File: src/design/interval_counter_pkg.sv
/*
 * Constants, field layouts and state types of the interval counter access block.
 * Assumes a host port with one address, one write strobe and one read strobe per access.
 */
// Behaviour
// - Each control byte other than a read-back acts only on the counter that its select field names, in any interleaving.
// - Each counter is accessed low byte only, high byte only, or low then high in pairs.
// - A read-back command yields count, mode, output level and null-count flag of chosen counters.
// - A read-back with its count-latch bit clear latches every chosen counter's count at once.
// - A read-back with its status-latch bit clear latches status, which the next data read returns.
// - An access field of zero copies the live count into a 16-bit hold register without disturbing it.
// - After a count latch the next data read returns the held value rather than the live count.
// - Counters 1 and 2 chain into the conversion pacer while counter 0 stays free for any use.
// - The pacer time base follows a jumper choosing a 10 MHz or a 1 MHz source.
// - Control bits split into counter select, access order, mode and binary or decimal type.
// - Status carries output level in bit 7, null count in bit 6 and the programmed bits below.
// - With the pacer disabled, pacer pulses are held off the converter until the gate input is high.
// - Counter 0 counts the external clock or, when selected, an internal 100 KHz clock.
package interval_counter_pkg;

	localparam logic [3:0] OFS_COUNTER0 = 4'hC;
	localparam logic [3:0] OFS_COUNTER1 = 4'hD;
	localparam logic [3:0] OFS_COUNTER2 = 4'hE;
	localparam logic [3:0] OFS_CONTROL  = 4'hF;

	localparam int SEL_HI = 7;
	localparam int SEL_LO = 6;
	localparam int ACC_HI = 5;
	localparam int ACC_LO = 4;
	localparam int MODE_HI = 3;
	localparam int MODE_LO = 1;
	localparam int BCD_BIT = 0;
	localparam int RB_COUNT_LATCH_N = 5;
	localparam int RB_STATUS_LATCH_N = 4;
	localparam int RB_PICK_BASE = 1;

	localparam logic [1:0] SEL_READBACK = 2'h3;
	localparam logic [1:0] ACC_LATCH    = 2'h0;
	localparam logic [1:0] ACC_LOW      = 2'h1;
	localparam logic [1:0] ACC_HIGH     = 2'h2;
	localparam logic [1:0] ACC_PAIR     = 2'h3;
	localparam logic [2:0] MODE_TERMINAL = 3'h0;

	localparam logic [15:0] COUNT_ONE = 16'h0001;
	localparam logic [7:0]  BYTE_ZERO = 8'h00;

	localparam int REF_HZ       = 10_000_000;
	localparam int SLOW_BASE_HZ = 1_000_000;
	localparam int INT_CLK0_HZ  = 100_000;
	localparam int DIV_SLOW     = REF_HZ / SLOW_BASE_HZ;
	localparam int DIV_INT0     = REF_HZ / INT_CLK0_HZ;
	localparam logic [3:0] DIV_SLOW_LAST = 4'(DIV_SLOW - 1);
	localparam logic [6:0] DIV_INT0_LAST = 7'(DIV_INT0 - 1);

	typedef struct packed {
		logic [2:0]  mode;
		logic        bcd;
		logic [1:0]  access;
		logic [15:0] count_reg;
		logic [7:0]  low_tmp;
		logic [15:0] ce;
		logic [15:0] hold;
		logic        cnt_latched;
		logic [7:0]  status;
		logic        sta_latched;
		logic        rd_msb;
		logic        wr_msb;
		logic        out;
		logic        null_cnt;
		logic        armed;
		logic        term;
	} chan_type;

endpackage

File: src/design/interval_counter_access.sv
/*
 * Three 16-bit interval counters with byte-wide host access, latch and read-back commands,
 * pacer chaining of counters 1 and 2 and the clock selection of counter 0.
 * Assumes host strobes and the two loose control bits come from logic on ref_clk;
 * clock, gate and jumper pins are asynchronous and are synchronised here.
 */
module interval_counter_access
	import interval_counter_pkg::*;
(
	// Clock and reset
	input  wire logic       ref_clk,
	input  wire logic       nrst,
	// Host port
	input  wire logic [3:0] io_addr,
	input  wire logic       io_wr,
	input  wire logic       io_rd,
	input  wire logic [7:0] io_wdata,
	output logic      [7:0] io_rdata,
	// Loose control bits
	input  wire logic       pacer_disable,
	input  wire logic       first_counter_clock_internal,
	// Board pins
	input  wire logic       external_pacer_gate,
	input  wire logic       first_counter_gate,
	input  wire logic       first_counter_ext_clk,
	input  wire logic       time_base_jumper,
	// Outputs
	output logic      [2:0] counter_out,
	output logic            ad_trigger
);

	typedef struct packed {
		chan_type [2:0] ch;
		logic [7:0]     rdata;
		logic           trig;
		logic [3:0]     div_slow;
		logic [6:0]     div_int;
		logic [2:0]     clk0_s;
		logic [1:0]     pgate_s;
		logic [1:0]     first_counter_gate_s;
		logic [1:0]     jumper_s;
	} state_type;

	state_type s_reg;
	state_type s_next;
	logic [2:0] tick;
	logic       slow_tick;
	logic       int_tick;
	logic       clk0_rise;

	function automatic logic [1:0] port_index(input logic [3:0] addr);
		port_index = 2'(addr - OFS_COUNTER0);
	endfunction

	function automatic logic is_data_port(input logic [3:0] addr);
		is_data_port = (addr == OFS_COUNTER0) || (addr == OFS_COUNTER1) || (addr == OFS_COUNTER2);
	endfunction

	assign slow_tick = (s_reg.div_slow == DIV_SLOW_LAST);
	assign int_tick  = (s_reg.div_int == DIV_INT0_LAST);
	assign clk0_rise = s_reg.clk0_s[1] & ~s_reg.clk0_s[2];

	assign tick[0] = s_reg.first_counter_gate_s[1] & (first_counter_clock_internal ? int_tick : clk0_rise);
	assign tick[1] = s_reg.jumper_s[1] | slow_tick;
	assign tick[2] = s_reg.ch[1].term;

	always_comb begin
		logic [15:0] val;
		logic [1:0]  idx;
		val = '0;
		idx = port_index(io_addr);
		s_next = s_reg;
		s_next.trig = 1'b0;
		s_next.clk0_s = {s_reg.clk0_s[1:0], first_counter_ext_clk};
		s_next.pgate_s = {s_reg.pgate_s[0], external_pacer_gate};
		s_next.first_counter_gate_s = {s_reg.first_counter_gate_s[0], first_counter_gate};
		s_next.jumper_s = {s_reg.jumper_s[0], time_base_jumper};
		s_next.div_slow = slow_tick ? '0 : 4'(s_reg.div_slow + 4'h1);
		s_next.div_int = int_tick ? '0 : 7'(s_reg.div_int + 7'h01);

		for (int i = 0; i < 3; i++) begin
			s_next.ch[i].term = 1'b0;
			if (s_reg.ch[i].armed && tick[i]) begin
				if (s_reg.ch[i].null_cnt) begin
					s_next.ch[i].ce = s_reg.ch[i].count_reg;
					s_next.ch[i].null_cnt = 1'b0;
				end else if (s_reg.ch[i].ce == COUNT_ONE) begin
					s_next.ch[i].ce = s_reg.ch[i].count_reg;
					s_next.ch[i].out = 1'b0;
					s_next.ch[i].term = 1'b1;
				end else begin
					s_next.ch[i].ce = 16'(s_reg.ch[i].ce - COUNT_ONE);
					s_next.ch[i].out = 1'b1;
				end
			end
		end

		s_next.trig = s_reg.ch[2].term & (~pacer_disable | s_reg.pgate_s[1]);

		if (io_wr && is_data_port(io_addr)) begin
			case (s_reg.ch[idx].access)
				ACC_LOW: begin
					s_next.ch[idx].count_reg = {BYTE_ZERO, io_wdata};
					s_next.ch[idx].null_cnt = 1'b1;
					s_next.ch[idx].armed = 1'b1;
				end
				ACC_HIGH: begin
					s_next.ch[idx].count_reg = {io_wdata, BYTE_ZERO};
					s_next.ch[idx].null_cnt = 1'b1;
					s_next.ch[idx].armed = 1'b1;
				end
				ACC_PAIR: begin
					if (s_reg.ch[idx].wr_msb) begin
						s_next.ch[idx].count_reg = {io_wdata, s_reg.ch[idx].low_tmp};
						s_next.ch[idx].null_cnt = 1'b1;
						s_next.ch[idx].armed = 1'b1;
						s_next.ch[idx].wr_msb = 1'b0;
					end else begin
						s_next.ch[idx].low_tmp = io_wdata;
						s_next.ch[idx].wr_msb = 1'b1;
					end
				end
				default: begin
					s_next.ch[idx].wr_msb = 1'b0;
				end
			endcase
		end

		s_next.rdata = s_reg.rdata;
		if (io_rd) begin
			s_next.rdata = BYTE_ZERO;
			if (is_data_port(io_addr)) begin
				val = s_reg.ch[idx].cnt_latched ? s_reg.ch[idx].hold : s_reg.ch[idx].ce;
				if (s_reg.ch[idx].sta_latched) begin
					s_next.rdata = s_reg.ch[idx].status;
					s_next.ch[idx].sta_latched = 1'b0;
				end else begin
					case (s_reg.ch[idx].access)
						ACC_LOW: begin
							s_next.rdata = val[7:0];
							s_next.ch[idx].cnt_latched = 1'b0;
						end
						ACC_HIGH: begin
							s_next.rdata = val[15:8];
							s_next.ch[idx].cnt_latched = 1'b0;
						end
						ACC_PAIR: begin
							s_next.rdata = s_reg.ch[idx].rd_msb ? val[15:8] : val[7:0];
							s_next.ch[idx].rd_msb = ~s_reg.ch[idx].rd_msb;
							if (s_reg.ch[idx].rd_msb) begin
								s_next.ch[idx].cnt_latched = 1'b0;
							end
						end
						default: begin
							s_next.rdata = val[7:0];
						end
					endcase
				end
			end
		end

		if (io_wr && io_addr == OFS_CONTROL) begin
			for (int i = 0; i < 3; i++) begin
				if (io_wdata[SEL_HI:SEL_LO] == SEL_READBACK) begin
					if (io_wdata[RB_PICK_BASE + i]) begin
						if (!io_wdata[RB_COUNT_LATCH_N] && !s_reg.ch[i].cnt_latched) begin
							s_next.ch[i].hold = s_reg.ch[i].ce;
							s_next.ch[i].cnt_latched = 1'b1;
						end
						if (!io_wdata[RB_STATUS_LATCH_N] && !s_reg.ch[i].sta_latched) begin
							s_next.ch[i].status = {s_reg.ch[i].out, s_reg.ch[i].null_cnt,
								s_reg.ch[i].access, s_reg.ch[i].mode, s_reg.ch[i].bcd};
							s_next.ch[i].sta_latched = 1'b1;
						end
					end
				end else if (io_wdata[SEL_HI:SEL_LO] == 2'(i)) begin
					if (io_wdata[ACC_HI:ACC_LO] == ACC_LATCH) begin
						if (!s_reg.ch[i].cnt_latched) begin
							s_next.ch[i].hold = s_reg.ch[i].ce;
							s_next.ch[i].cnt_latched = 1'b1;
						end
					end else begin
						s_next.ch[i].access = io_wdata[ACC_HI:ACC_LO];
						s_next.ch[i].mode = io_wdata[MODE_HI:MODE_LO];
						s_next.ch[i].bcd = io_wdata[BCD_BIT];
						s_next.ch[i].wr_msb = 1'b0;
						s_next.ch[i].rd_msb = 1'b0;
						s_next.ch[i].null_cnt = 1'b1;
						s_next.ch[i].armed = 1'b0;
						s_next.ch[i].out = (io_wdata[MODE_HI:MODE_LO] != MODE_TERMINAL);
					end
				end
			end
		end

		if (!nrst) begin
			s_next = '0;
		end
	end

	always_ff @(posedge ref_clk) begin
		s_reg <= s_next;
	end

	assign io_rdata = s_reg.rdata;
	assign ad_trigger = s_reg.trig;
	assign counter_out = {s_reg.ch[2].out, s_reg.ch[1].out, s_reg.ch[0].out};

endmodule

File: config.mk
export PLATFORM = sky130hd
export DESIGN_NAME = interval_counter_access
export DESIGN_NICKNAME = d
export VERILOG_FILES = /design/src/design/interval_counter_pkg.sv /design/src/design/interval_counter_access.sv
export SDC_FILE = /design/constraint.sdc
export NUM_CORES = 1
export LEC_CHECK = 0
export BUFFER_PORTS_ARGS = -buffer_cell sky130_fd_sc_hd__buf_4
export CAP_MARGIN = 30
export CORE_MARGIN = 4
export CORE_UTILIZATION = 40
export CTS_CLUSTER_SIZE = 14
export DETAILED_ROUTE_END_ITERATION = 6
export SLEW_MARGIN = 20
export SYNTH_ARGS = -nofsm -noshare
export SYNTH_HDL_FRONTEND = slang
export SYNTH_SLANG_ARGS = --single-unit
File: constraint.sdc
create_clock -name ref_clk -period 8.31 [get_ports ref_clk]
set_clock_uncertainty 0.1 [all_clocks]
set_input_delay 0.4155 -clock ref_clk [delete_from_list [all_inputs] [get_ports ref_clk]]
set_output_delay 0.4155 -clock ref_clk [all_outputs]
set_load 0.02 [all_outputs]
==> implementation parameters, run 1 <==
Parameter                              Value

Setup path
  Dominant delay contributor by cell family on the critical path ... buffers and inverters
  Cell-by-cell trace of the critical path ... buf_4, nor2b_4, buf_4, a21oi_1, inv_1, ha_1, buf_4, inv_1, nand4_1, o311a_1, buf_4, nand2_1, o22ai_1
  Buffers & Inverters on Critical Path ... 6
  Most frequent cell on the critical path ... buf_4
  Register-to-register setup slack ... 4.81 ns
  Worst setup startpoint ... io_addr[0]
  Worst Path Max Fanout ... 54
  Critical path capture point type ... register
  Slowest library cell on the worst path ... o311a_1
  Class of the most critical setup path ... in2reg
  Critical path destination ... s_reg[69]
  Worst reg2reg path depth ... 11
  Instance count on the critical path ... 13
  Data required time at the worst endpoint ... 8.69 ns
  Critical path data arrival time ... 4.25 ns
  Crit-path max cell delay ... 0.57 ns
  Critical R2R Capture ... s_reg[259]
  Critical Path Start Type ... input port
  Critical R2R Launch ... s_reg[258]

Min path
  Launch instance of the worst min-delay path ... io_wdata[0]
  Worst min path class ... in2reg

Floorplan
  Die Y-Extent ... 194 um
  Placeable core area ... 33,800 um^2
  Die span in x ... 194 um
  Die area ... 37,600 um^2
  I/O Pins ... 34
  Initial standard-cell utilization of the core ... 0.409
  Row cnt ... 67

Clock tree
  Insertion delay to the later sink of the worst-skew pair ... 0.58 ns
  Clock root buffer ... clkbuf_16
  Clock sink count ... 262
  Level count of the clock H-tree ... 1
  Setup bufs post-CTS ... 0
  TritonCTS buffer count ... 30
  Clock tree from TritonCTS ... built
  Buffers from clock root to sink, at most ... 3
  CTS clk-pin slew, worst paths ... 0.06 ns

Synthesis
  Total of flip-flops plus latches after synthesis ... 262
  Post-synth top area share ... 0.379
  Count of flip-flops with a built-in enable after synthesis ... 0
  Post-synthesis sequential area ratio ... 0.379
  Most used standard cell by instance count after synthesis ... dfxtp_1
  Primary FF master, synth ... dfxtp_1
  Cells taking the most area after synthesis ... dfxtp_1, a21oi_1, nand2_1, mux2i_1, nor2_1
  Synthesized area ... 13,800 um^2
  Mapped Nets ... 1,740
  Cells after Synth ... 1,705
  YS warnings ... 0
  Most frequent cells after synthesis ... dfxtp_1, nand2_1, a21oi_1, nor2_1
  Async set-or-reset flop fraction in the synthesized netlist ... 0
  Avg Cell Area, Syn ... 8.11 um^2
  Synth area leader ... dfxtp_1
  Yosys cell types ... 83

Job
  Max-cap viol count ... 0

Timing
  Worst-margin pin slew ... 0.971 ns
  Final number of max-transition violations ... 0
  RSZ-0062 raised after global routing ... false
  Total negative slack for setup checks ... 0 ns
  Portion of the clock cycle consumed by the worst path in the final layout ... 0.466
  Final number of setup-violating endpoints ... 0
  Post-layout min period ... 3.87 ns
  Achievable frequency ... 258 MHz
  Final hold violations ... 0
  Max-slew headroom at the worst pin ... 0.352

GRT
  Vias in the first global route ... 12,100
  Overall overflow remaining after global route ... 0
  Largest net degree at the start of global routing ... 86
  Antenna violations before repair ... 0
  GRT Util Overall ... 0.234
  First-pass GRT wire length ... 71,700 um

Routing
  Post-DR vias/cell ... 6.29
  Final ANT Viol Nets ... 0
  Detailed-route DRC error count ... 0
  WL per Instance ... 22.1 um
  Count of routing violations after the opening detailed-route iteration ... 1,483
  Routed wire length ... 46,400 um
  Total vias in the final route ... 13,200
  Total iterations of the first detailed-routing run ... 7

Place
  Count of buffers from port buffering ... 33
  Placed Cells incl. Taps ... 2,043
  DP HPWL ... 31,300 um
  Routability congestion estimate from global placement ... 0.882

Finish
  Layout cell share with drive strength beyond 1 ... 0.0943
  Final Util ... 0.448
  Final Non-Filler Cells ... 2,103
  Flip-flop count of the largest register, all copies and words added ... 250
  Final antenna diode count ... 0
  Area growth, synth to finish ... 9.54%
  Final nets ... 1,670

Run status
  Run status ... finished clean

Power and ir drop
  Areal power density over the cells ... 180 nW/um^2
  Total power of the final layout ... 0.00273 W
  Max VDD drop ... 0.000194 V
  Leak ... 5.27 nW
## where the power goes
| part | internal [W] | total, W | switching [W] |
|---|---|---|---|
| registers | 0.00126 | 0.00126 | 0.00000378 |
| logic | 0.0000279 | 0.000114 | 0.0000857 |
| clock network | 0.000814 | 0.00135 | 0.000540 |
| total | 0.00210 | 0.00273 | 0.000630 |
## layout make-up
cell class | instances | area, um^2
Tap cell | 448 | 561
Sequential cell | 262 | 5250
Inverter | 22 | 82.6
Clock buffer | 43 | 870
Multi-Input combinational cell | 1258 | 7770
Fill cell | 3361 | 18600
Timing Repair Buffer | 61 | 483
Clock inverter | 9 | 135
## cell usage in the layout (no fill, tap or decap), types with 7 or more instances in the layout
master and instances:
o22ai_1 22, a31oi_1 40, nand3_1 87, mux2_2 15, nor3_1 28, o21ai_1 7, o21ai_0 82, ha_1 13
mux2i_1 58, buf_4 52, nand2_1 173, and2_1 45, a22o_1 27, nor4_1 11, mux2_1 7, clkbuf_8 7
or3_1 18, a21o_1 9, a22oi_1 43, inv_1 20, nor2_1 138, dfxtp_1 262, nor2b_1 11, a21oi_1 155
a222oi_1 24, o31ai_1 28, nor3_2 8, a211oi_1 36, o211ai_1 38, nand4_1 11, or4_1 8, nand2b_1 10
clkbuf_16 30
## worst min-delay path by stage
stage                       endpoint  depth (start not counted)
after CTS                 s_reg[103]                          3
after detailed placement    s_reg[5]                          1
after global placement      s_reg[7]                          1
after global routing      s_reg[103]                          3
after floorplan           ad_trigger                          2
final                     s_reg[103]                          3
## worst min-delay path: cells and delay by family
kind            cells  cell delay [ns]
simple gates        1             0.09
buf+inv             1             0.20
compound gates      1             0.05
## logic make-up after synthesis
family / share of synthesized area
AO/OA/AOI/OAI: 0.266
AND/OR/NAND/NOR: 0.218
adder cells (fa/ha/maj): 0.0118
flip-flops: 0.379
buffers and inverters: 0.0612
multiplexers: 0.0599
XOR/XNOR: 0.00380
## what timing repair did
action                                 4_1_cts  5_1_grt
gates resized for setup                      0        0
hold buffers                                 5        0
endpoints found under the hold margin        5        0
## per-stage QoR
stage                     setup WS (ns)  hold slack [ns]  cell area (um^2)
after global routing               4.15            0.118             15200
after floorplan                    5.05            0.297             13800
after global placement             3.88            0.321             14100
after CTS                          4.34            0.110             15100
final                              4.44            0.146             15200
after detailed placement           3.75            0.319             14100
## per-layer routing
metal | global-route usage | wire [um] | vias to the layer above
met5 | 0 | 0 | -
met4 | 0.0927 | 1950 | 0
met3 | 0.0447 | 4100 | 99
met2 | 0.346 | 19800 | 630
met1 | 0.337 | 20500 | 6341
li1 | - | - | 6148
No activity file was read; power rests on OpenSTA's default activity.
==> run 2, diff against run 1 <==
ABC_AREA = 1   (was unset)
clock period = 3.2 ns   (was 8.31 ns; I/O delays follow)
==> run 2 against run 1 <==
Sequential power rose to 2.6 times the previous value. First-iteration DRC count is 37% higher. Setup slack lost 4.1 ns. Core utilization up 1.3 points. Total power increased to 2.6 times the previous value. Cell count up 32%. Synthesized cell count grew 34%. Critical path depth is 1 lower. Synthesized area up 5.3%. Sequential share of layout area down 2.8 points. Final area rose by 8.9%. Largest power group unchanged.
==> implementation parameters, run 2 <==
Parameter                              Value

Timing
  Final hold violations ... 0 (unchanged)
  Final number of max-transition violations ... 0 (unchanged)
  Max-slew headroom at the worst pin ... 0.369 (+0.0167)
  Worst-margin pin slew ... 0.946 ns (-0.0250 ns)
  Total negative slack for setup checks ... 0 ns (unchanged)
  Post-layout min period ... 2.87 ns
  Portion of the clock cycle consumed by the worst path in the final layout ... 0.896
  RSZ-0062 raised after global routing ... false
  Achievable frequency ... 349 MHz
  Final number of setup-violating endpoints ... 0 (unchanged)

Synthesis
  Avg Cell Area, Syn ... 6.38 um^2 (-21%)
  Primary FF master, synth ... dfxtp_1
  Count of flip-flops with a built-in enable after synthesis ... 0 (unchanged)
  Cells after Synth ... 2,282 (+34%)
  Async set-or-reset flop fraction in the synthesized netlist ... 0 (unchanged)
  Mapped Nets ... 2,317 (+33%)
  Yosys cell types ... 49 (-41%)
  Post-synthesis sequential area ratio ... 0.360 (-0.0190)
  Total of flip-flops plus latches after synthesis ... 262 (unchanged)
  Most frequent cells after synthesis ... nand2_1, dfxtp_1, a21oi_1, nor2_1, nand3_1
  Synthesized area ... 14,600 um^2 (+5.3%)
  Most used standard cell by instance count after synthesis ... nand2_1
  YS warnings ... 0 (unchanged)
  Cells taking the most area after synthesis ... dfxtp_1, nand2_1, a21oi_1, nand3_1, o21ai_0
  Post-synth top area share ... 0.360 (-0.0190)
  Synth area leader ... dfxtp_1

Routing
  WL per Instance ... 19.8 um (-10%)
  Count of routing violations after the opening detailed-route iteration ... 2,031 (+37%)
  Detailed-route DRC error count ... 0 (unchanged)
  Total vias in the final route ... 15,800 (+19%)
  Total iterations of the first detailed-routing run ... 7 (unchanged)
  Post-DR vias/cell ... 5.66 (-9.9%)
  Routed wire length ... 55,000 um (+19%)
  Final ANT Viol Nets ... 0 (unchanged)

Place
  DP HPWL ... 40,100 um (+28%)
  Routability congestion estimate from global placement ... 0.959 (+8.8%)
  Count of buffers from port buffering ... 33 (unchanged)

Clock tree
  Clock root buffer ... clkbuf_16
  Setup bufs post-CTS ... 0 (unchanged)
  Post_cts resized ... 0 (unchanged)
  Level count of the clock H-tree ... 1 (unchanged)
  Buffers from clock root to sink, at most ... 3 (unchanged)
  Insertion delay to the later sink of the worst-skew pair ... 0.57 ns (about the same)
  Clock sink count ... 262 (unchanged)
  Hold buffers post-CTS ... 14 (+9)
  CTS clk-pin slew, worst paths ... 0.06 ns (about the same)
  Clock tree from TritonCTS ... built
  TritonCTS buffer count ... 31 (+3.3%)

Run status
  Run status ... finished clean

Min path
  Worst min path class ... in2reg

Setup path
  Class of the most critical setup path ... reg2reg
  Critical Path Start Type ... register
  Data required time at the worst endpoint ... 3.60 ns (-5.09 ns)
  Worst Path Max Fanout ... 83 (+54%)
  Critical path capture point type ... register
  Critical path data arrival time ... 3.27 ns (-0.98 ns)

Finish
  Most used cells in the layout excluding fill and tap cells ... nand2_1, dfxtp_1, a21oi_1, nor2_1, nand3_1
  Final nets ... 2,337 (+40%)
  Area growth, synth to finish ... 13.3%
  Fill cell instance count of the final layout ... 3,794 (+13%)
  Final antenna diode count ... 0 (unchanged)
  Final Util ... 0.461 (+0.0130)
  Most common cell after layout, fill and taps aside ... nand2_1
  Flip-flop count of the largest register, all copies and words added ... 250 (unchanged)
  Layout cell share with drive strength beyond 1 ... 0.0770 (-0.0172)

Power and ir drop
  Max VDD drop ... 0.000336 V (+74%)
  Leak ... 7.19 nW (+36%)
  Areal power density over the cells ... 436 nW/um^2 (+140%)

Floorplan
  Die span in x ... 199 um (+2.5%)
  Die area ... 39,500 um^2 (+5.1%)
  Die Y-Extent ... 199 um (+2.5%)
  Placeable core area ... 35,700 um^2 (+5.8%)
  Row cnt ... 69 (+3.0%)
  I/O Pins ... 34 (unchanged)
  Initial standard-cell utilization of the core ... 0.407 (-0.00198)

GRT
  Largest net degree at the start of global routing ... 84 (-2.3%)
  Vias in the first global route ... 14,500 (+19%)
  First-pass GRT wire length ... 85,200 um (+19%)
  Overall overflow remaining after global route ... 0 (unchanged)
  Antenna violations before repair ... 0 (unchanged)
  GRT Util Overall ... 0.272 (+0.0383)

Job
  Max-cap viol count ... 0 (unchanged)
[run 2: report_power, final]
part | internal (W) | total, W | switching, W
Combinational | 0.000121 | 0.000466 | 0.000344
Sequential | 0.00328 | 0.00329 | 0.00000916
Clock | 0.00201 | 0.00344 | 0.00143
Total | 0.00541 | 0.00720 | 0.00179
[run 2: worst paths after layout]
| path | slack (ns) | from | end | cells after the start |
|---|---|---|---|---|
| worst min-delay path | 0.04 | io_addr[1] | s_reg[191] | 4 |
| worst max-delay path | 0.33 | s_reg[102] | s_reg[204] | 12 |
| worst max register to register | 0.33 | s_reg[102] | s_reg[204] | 12 |
| worst min register to register | 0.31 | s_reg[0] | s_reg[1] | 2 |
[run 2: cell type report]
type                       count  area [um^2]  area share
clock buffer                  48          910      0.0551
clock inverter                 7         60.1     0.00364
tap                          461          577      0.0350
timing repair buffer         117          926      0.0561
sequential                   262         5250       0.318
inverter                     229          860      0.0521
multi-input combinational   1661         7920       0.480
[run 2: worst max-delay path, stage by stage (launching register included)]
cell,delay (ns)
dfxtp_1,0.34
a22oi_1,0.20
o21a_1,0.20
ha_1,0.18
inv_1,0.10
nand2_1,0.11
nor2_1,0.07
nand3_2,0.10
buf_4,0.66
nand2_1,0.13
inv_1,0.26
nand2_1,0.09
a21oi_1,0.12
[run 2: logic make-up (layout without fill, tap and decap cells)]
logic type,after synthesis,in the layout,synth area share
adder cells (fa/ha/maj),13,13,0.0112
AO/OA/AOI/OAI,545,545,0.209
XOR/XNOR,30,30,0.0180
flip-flops,262,262,0.360
AND/OR/NAND/NOR,1073,1073,0.303
buffers and inverters,359,401,0.0982
[run 2: per-stage QoR]
stage                     instance area (um^2)  std cells  setup slack (ns)  hold slack (ns)  power [W]
after detailed placement                 15400       2715             0.233            0.242    0.00380
after global placement                   15400       2715             0.372            0.239    0.00380
final                                    16500       2785             0.332           0.0366    0.00720
after global routing                     16500       2785             0.101           0.0739    0.00740
after floorplan                          14600       2282             0.138            0.151    0.00362
after CTS                                16500       2784             0.403           0.0208    0.00723
[run 2: layer usage]
layer / part of all wire / track usage
met5: 0 / 0
met1: 0.45 / 0.394
met3: 0.087 / 0.0362
met2: 0.43 / 0.419
met4: 0.040 / 0.0932
==> run 3, diff against run 2 <==
ABC_AREA = 0   (was 1)
clock period = 3.65 ns   (was 3.2 ns; I/O delays follow)
==> run 3 against run 2 <==
Critical endpoint is now io_rdata[5]. Sequential cell count unchanged. Cell count decreased by 23%. Clock-buffer cell count increased by 2. Global-route usage shrank 3.9 points. First-iteration DRC count down 16%. Combinational power down 39%. Core utilization is 0.42 points lower. Total power decreased by 13%. Largest cell class unchanged. Non-clock buffer count shrank 27. Critical path type is now in2reg. Sequential share of layout area grew 2.2 points. Setup slack gained 0.17 ns.
==> implementation parameters, run 3 (synthesis gave the netlist of run 1 again) <==
Parameter                              Value

Run status
  Run status ... finished clean

Floorplan
  Die span in x ... 194 um (-2.4%)
  Placeable core area ... 33,800 um^2 (-5.5%)
  I/O Pins ... 34 (unchanged)
  Row cnt ... 67 (-2.9%)
  Die area ... 37,600 um^2 (-4.8%)
  Initial standard-cell utilization of the core ... 0.409 (+0.00198)
  Die Y-Extent ... 194 um (-2.4%)

Timing
  Final number of setup-violating endpoints ... 0 (unchanged)
  Final hold violations ... 0 (unchanged)
  Achievable frequency ... 318 MHz
  Final number of max-transition violations ... 0 (unchanged)
  RSZ-0062 raised after global routing ... false
  Portion of the clock cycle consumed by the worst path in the final layout ... 0.863
  Post-layout min period ... 3.15 ns
  Max-slew headroom at the worst pin ... 0.426 (+0.0570)
  Worst-margin pin slew ... 0.853 ns (-0.0934 ns)
  Total negative slack for setup checks ... 0 ns (unchanged)

Routing
  Total vias in the final route ... 13,400 (-15%)
  WL per Instance ... 21.6 um (+9.3%)
  Post-DR vias/cell ... 6.25 (+10%)
  Total iterations of the first detailed-routing run ... 7 (unchanged)
  Final ANT Viol Nets ... 0 (unchanged)
  Routed wire length ... 46,200 um (-16%)
  Detailed-route DRC error count ... 0 (unchanged)
  Count of routing violations after the opening detailed-route iteration ... 1,708 (-16%)

Clock tree
  TritonCTS buffer count ... 31 (unchanged)
  Clock tree from TritonCTS ... built
  Buffers from clock root to sink, at most ... 3 (unchanged)
  Clock root buffer ... clkbuf_16
  CTS clk-pin slew, worst paths ... 0.06 ns (about the same)
  Insertion delay to the later sink of the worst-skew pair ... 0.57 ns (about the same)
  Level count of the clock H-tree ... 1 (unchanged)
  Clock sink count ... 262 (unchanged)

Setup path
  Instance count on the critical path ... 10 (-2)
  Worst Path Max Fanout ... 47 (-43%)
  Critical Path Start Type ... input port
  Slowest library cell on the worst path ... buf_4
  Critical path data arrival time ... 3.57 ns (+0.30 ns)
  Cell-by-cell trace of the critical path ... buf_4, buf_4, mux2i_1, o2bb2ai_1, buf_4, a21oi_1, o21ai_0, dlygate4sd3_1, a31oi_1, dlygate4sd3_1
  Most frequent cell on the critical path ... buf_4
  Class of the most critical setup path ... in2reg
  Critical path capture point type ... register
  Worst reg2reg path depth ... 10 (-2)
  Data required time at the worst endpoint ... 4.07 ns (+0.47 ns)
  Crit-path max cell delay ... 0.65 ns (about the same)
  Buffers & Inverters on Critical Path ... 5 (+2)
  Dominant delay contributor by cell family on the critical path ... buffers and inverters

Finish
  Final std cell area, no fill ... 15,400 um^2 (-6.3%)
  Most common cell after layout, fill and taps aside ... dfxtp_1
  Final nets ... 1,700 (-27%)
  Register Area ... 5250 um^2 (unchanged)
  Layout cell share with drive strength beyond 1 ... 0.0977 (+0.0207)
  Area growth, synth to finish ... 11.7%
  Final Non-Filler Cells ... 2,136 (-23%)
  Fill cell instance count of the final layout ... 3,376 (-11%)
  Final antenna diode count ... 0 (unchanged)
  Final Util ... 0.457 (-0.00421)
  Total area of multi-input combinational cells ... 7770 um^2 (-1.9%)
  Most used cells in the layout excluding fill and tap cells ... dfxtp_1, nand2_1, a21oi_1, nor2_1, nand3_1
  Flip-flop count of the largest register, all copies and words added ... 250 (unchanged)

GRT
  First-pass GRT wire length ... 71,800 um (-16%)
  Largest net degree at the start of global routing ... 88 (+4.8%)
  Overall overflow remaining after global route ... 0 (unchanged)
  Vias in the first global route ... 11,900 (-18%)
  GRT Util Overall ... 0.233 (-0.0392)
  Antenna violations before repair ... 1 (+1)

Power and ir drop
  Leak ... 5.41 nW (-25%)
  Areal power density over the cells ... 405 nW/um^2 (-7.1%)
  Max VDD drop ... 0.000315 V (-6.4%)

Place
  DP HPWL ... 30,800 um (-23%)
  Routability congestion estimate from global placement ... 0.876 (-8.6%)
  Placed Cells incl. Taps ... 2,056 (-24%)
  Post-DP Area ... 14,200 um^2 (-7.7%)
  Count of buffers from port buffering ... 33 (unchanged)

Min path
  Worst min path class ... in2reg
  Worst Hold Depth ... 4 (unchanged)

Job
  Max-cap viol count ... 0 (unchanged)
==> run 3: changes by cell type in the layout (fill, tap and decap cells not counted), moves of 44 or more <==
cell,before,now
nand2_1,579,173
inv_1,213,20
nand3_1,214,87
a21oi_1,247,155
o21ai_0,172,82
nor2_1,226,138
mux2i_1,0,58
and2_1,1,45
==> run 3: worst reg2reg max path: cells and delay by family, from the launching register on <==
| family | cells | cell delay, ns |
|---|---|---|
| muxes | 1 | 0.13 |
| DFF | 1 | 0.33 |
| AOI/OAI and AO/OA | 4 | 1.15 |
| and+or+nand+nor | 2 | 0.34 |
| buffers and inverters | 2 | 0.67 |
| adders and majority gates | 1 | 0.35 |
==> run 3: layout make-up <==
cell class,count,share of cell area
multi-input combinational,1258,0.503
sequential,262,0.340
clock buffer,50,0.0600
timing repair buffer,90,0.0505
tap,448,0.0363
clock inverter,6,0.00559
inverter,22,0.00535
==> run 3: what timing repair did <==
item	4_1_cts	5_1_grt
endpoints found under the hold margin	54	0
hold buffers	22	0
buffers inserted	0	0
resized for setup	0	0
==> run 3: report_power, final <==
part	leakage (nW)	switching, W	internal, W	total (W)
sequential	2.11	0.00000866	0.00287	0.00288
clock	0.493	0.00124	0.00186	0.00310
combinational	2.80	0.000201	0.0000814	0.000282
==> run 3: worst paths after layout <==
check	slack [ns]	end	from
min	0.05	s_reg[111]	io_addr[0]
max reg2reg	0.54	io_rdata[5]	s_reg[258]
max	0.50	io_rdata[5]	io_addr[1]
min reg2reg	0.34	s_reg[7]	s_reg[6]
==> run 3: metrics by stage <==
stage | setup slack, ns | power [W] | hold slack (ns)
finish | 0.501 | 0.00626 | 0.0456
global route | 0.279 | 0.00643 | 0.0726
CTS | 0.393 | 0.00630 | 0.00361
detailed placement | 0.229 | 0.00320 | 0.259
global placement | 0.383 | 0.00320 | 0.257
floorplan | 0.619 | 0.00311 | 0.169
==> run 3: routing by layer <==
layer / wire, um / share of wire / track usage / up-vias
met5: 0 / 0 / 0 / -
met1: 20900 / 0.45 / 0.343 / 6516
met4: 1220 / 0.027 / 0.0591 / 0
li1: - / - / - / 6206
met2: 20400 / 0.44 / 0.359 / 559
met3: 3580 / 0.077 / 0.0360 / 75
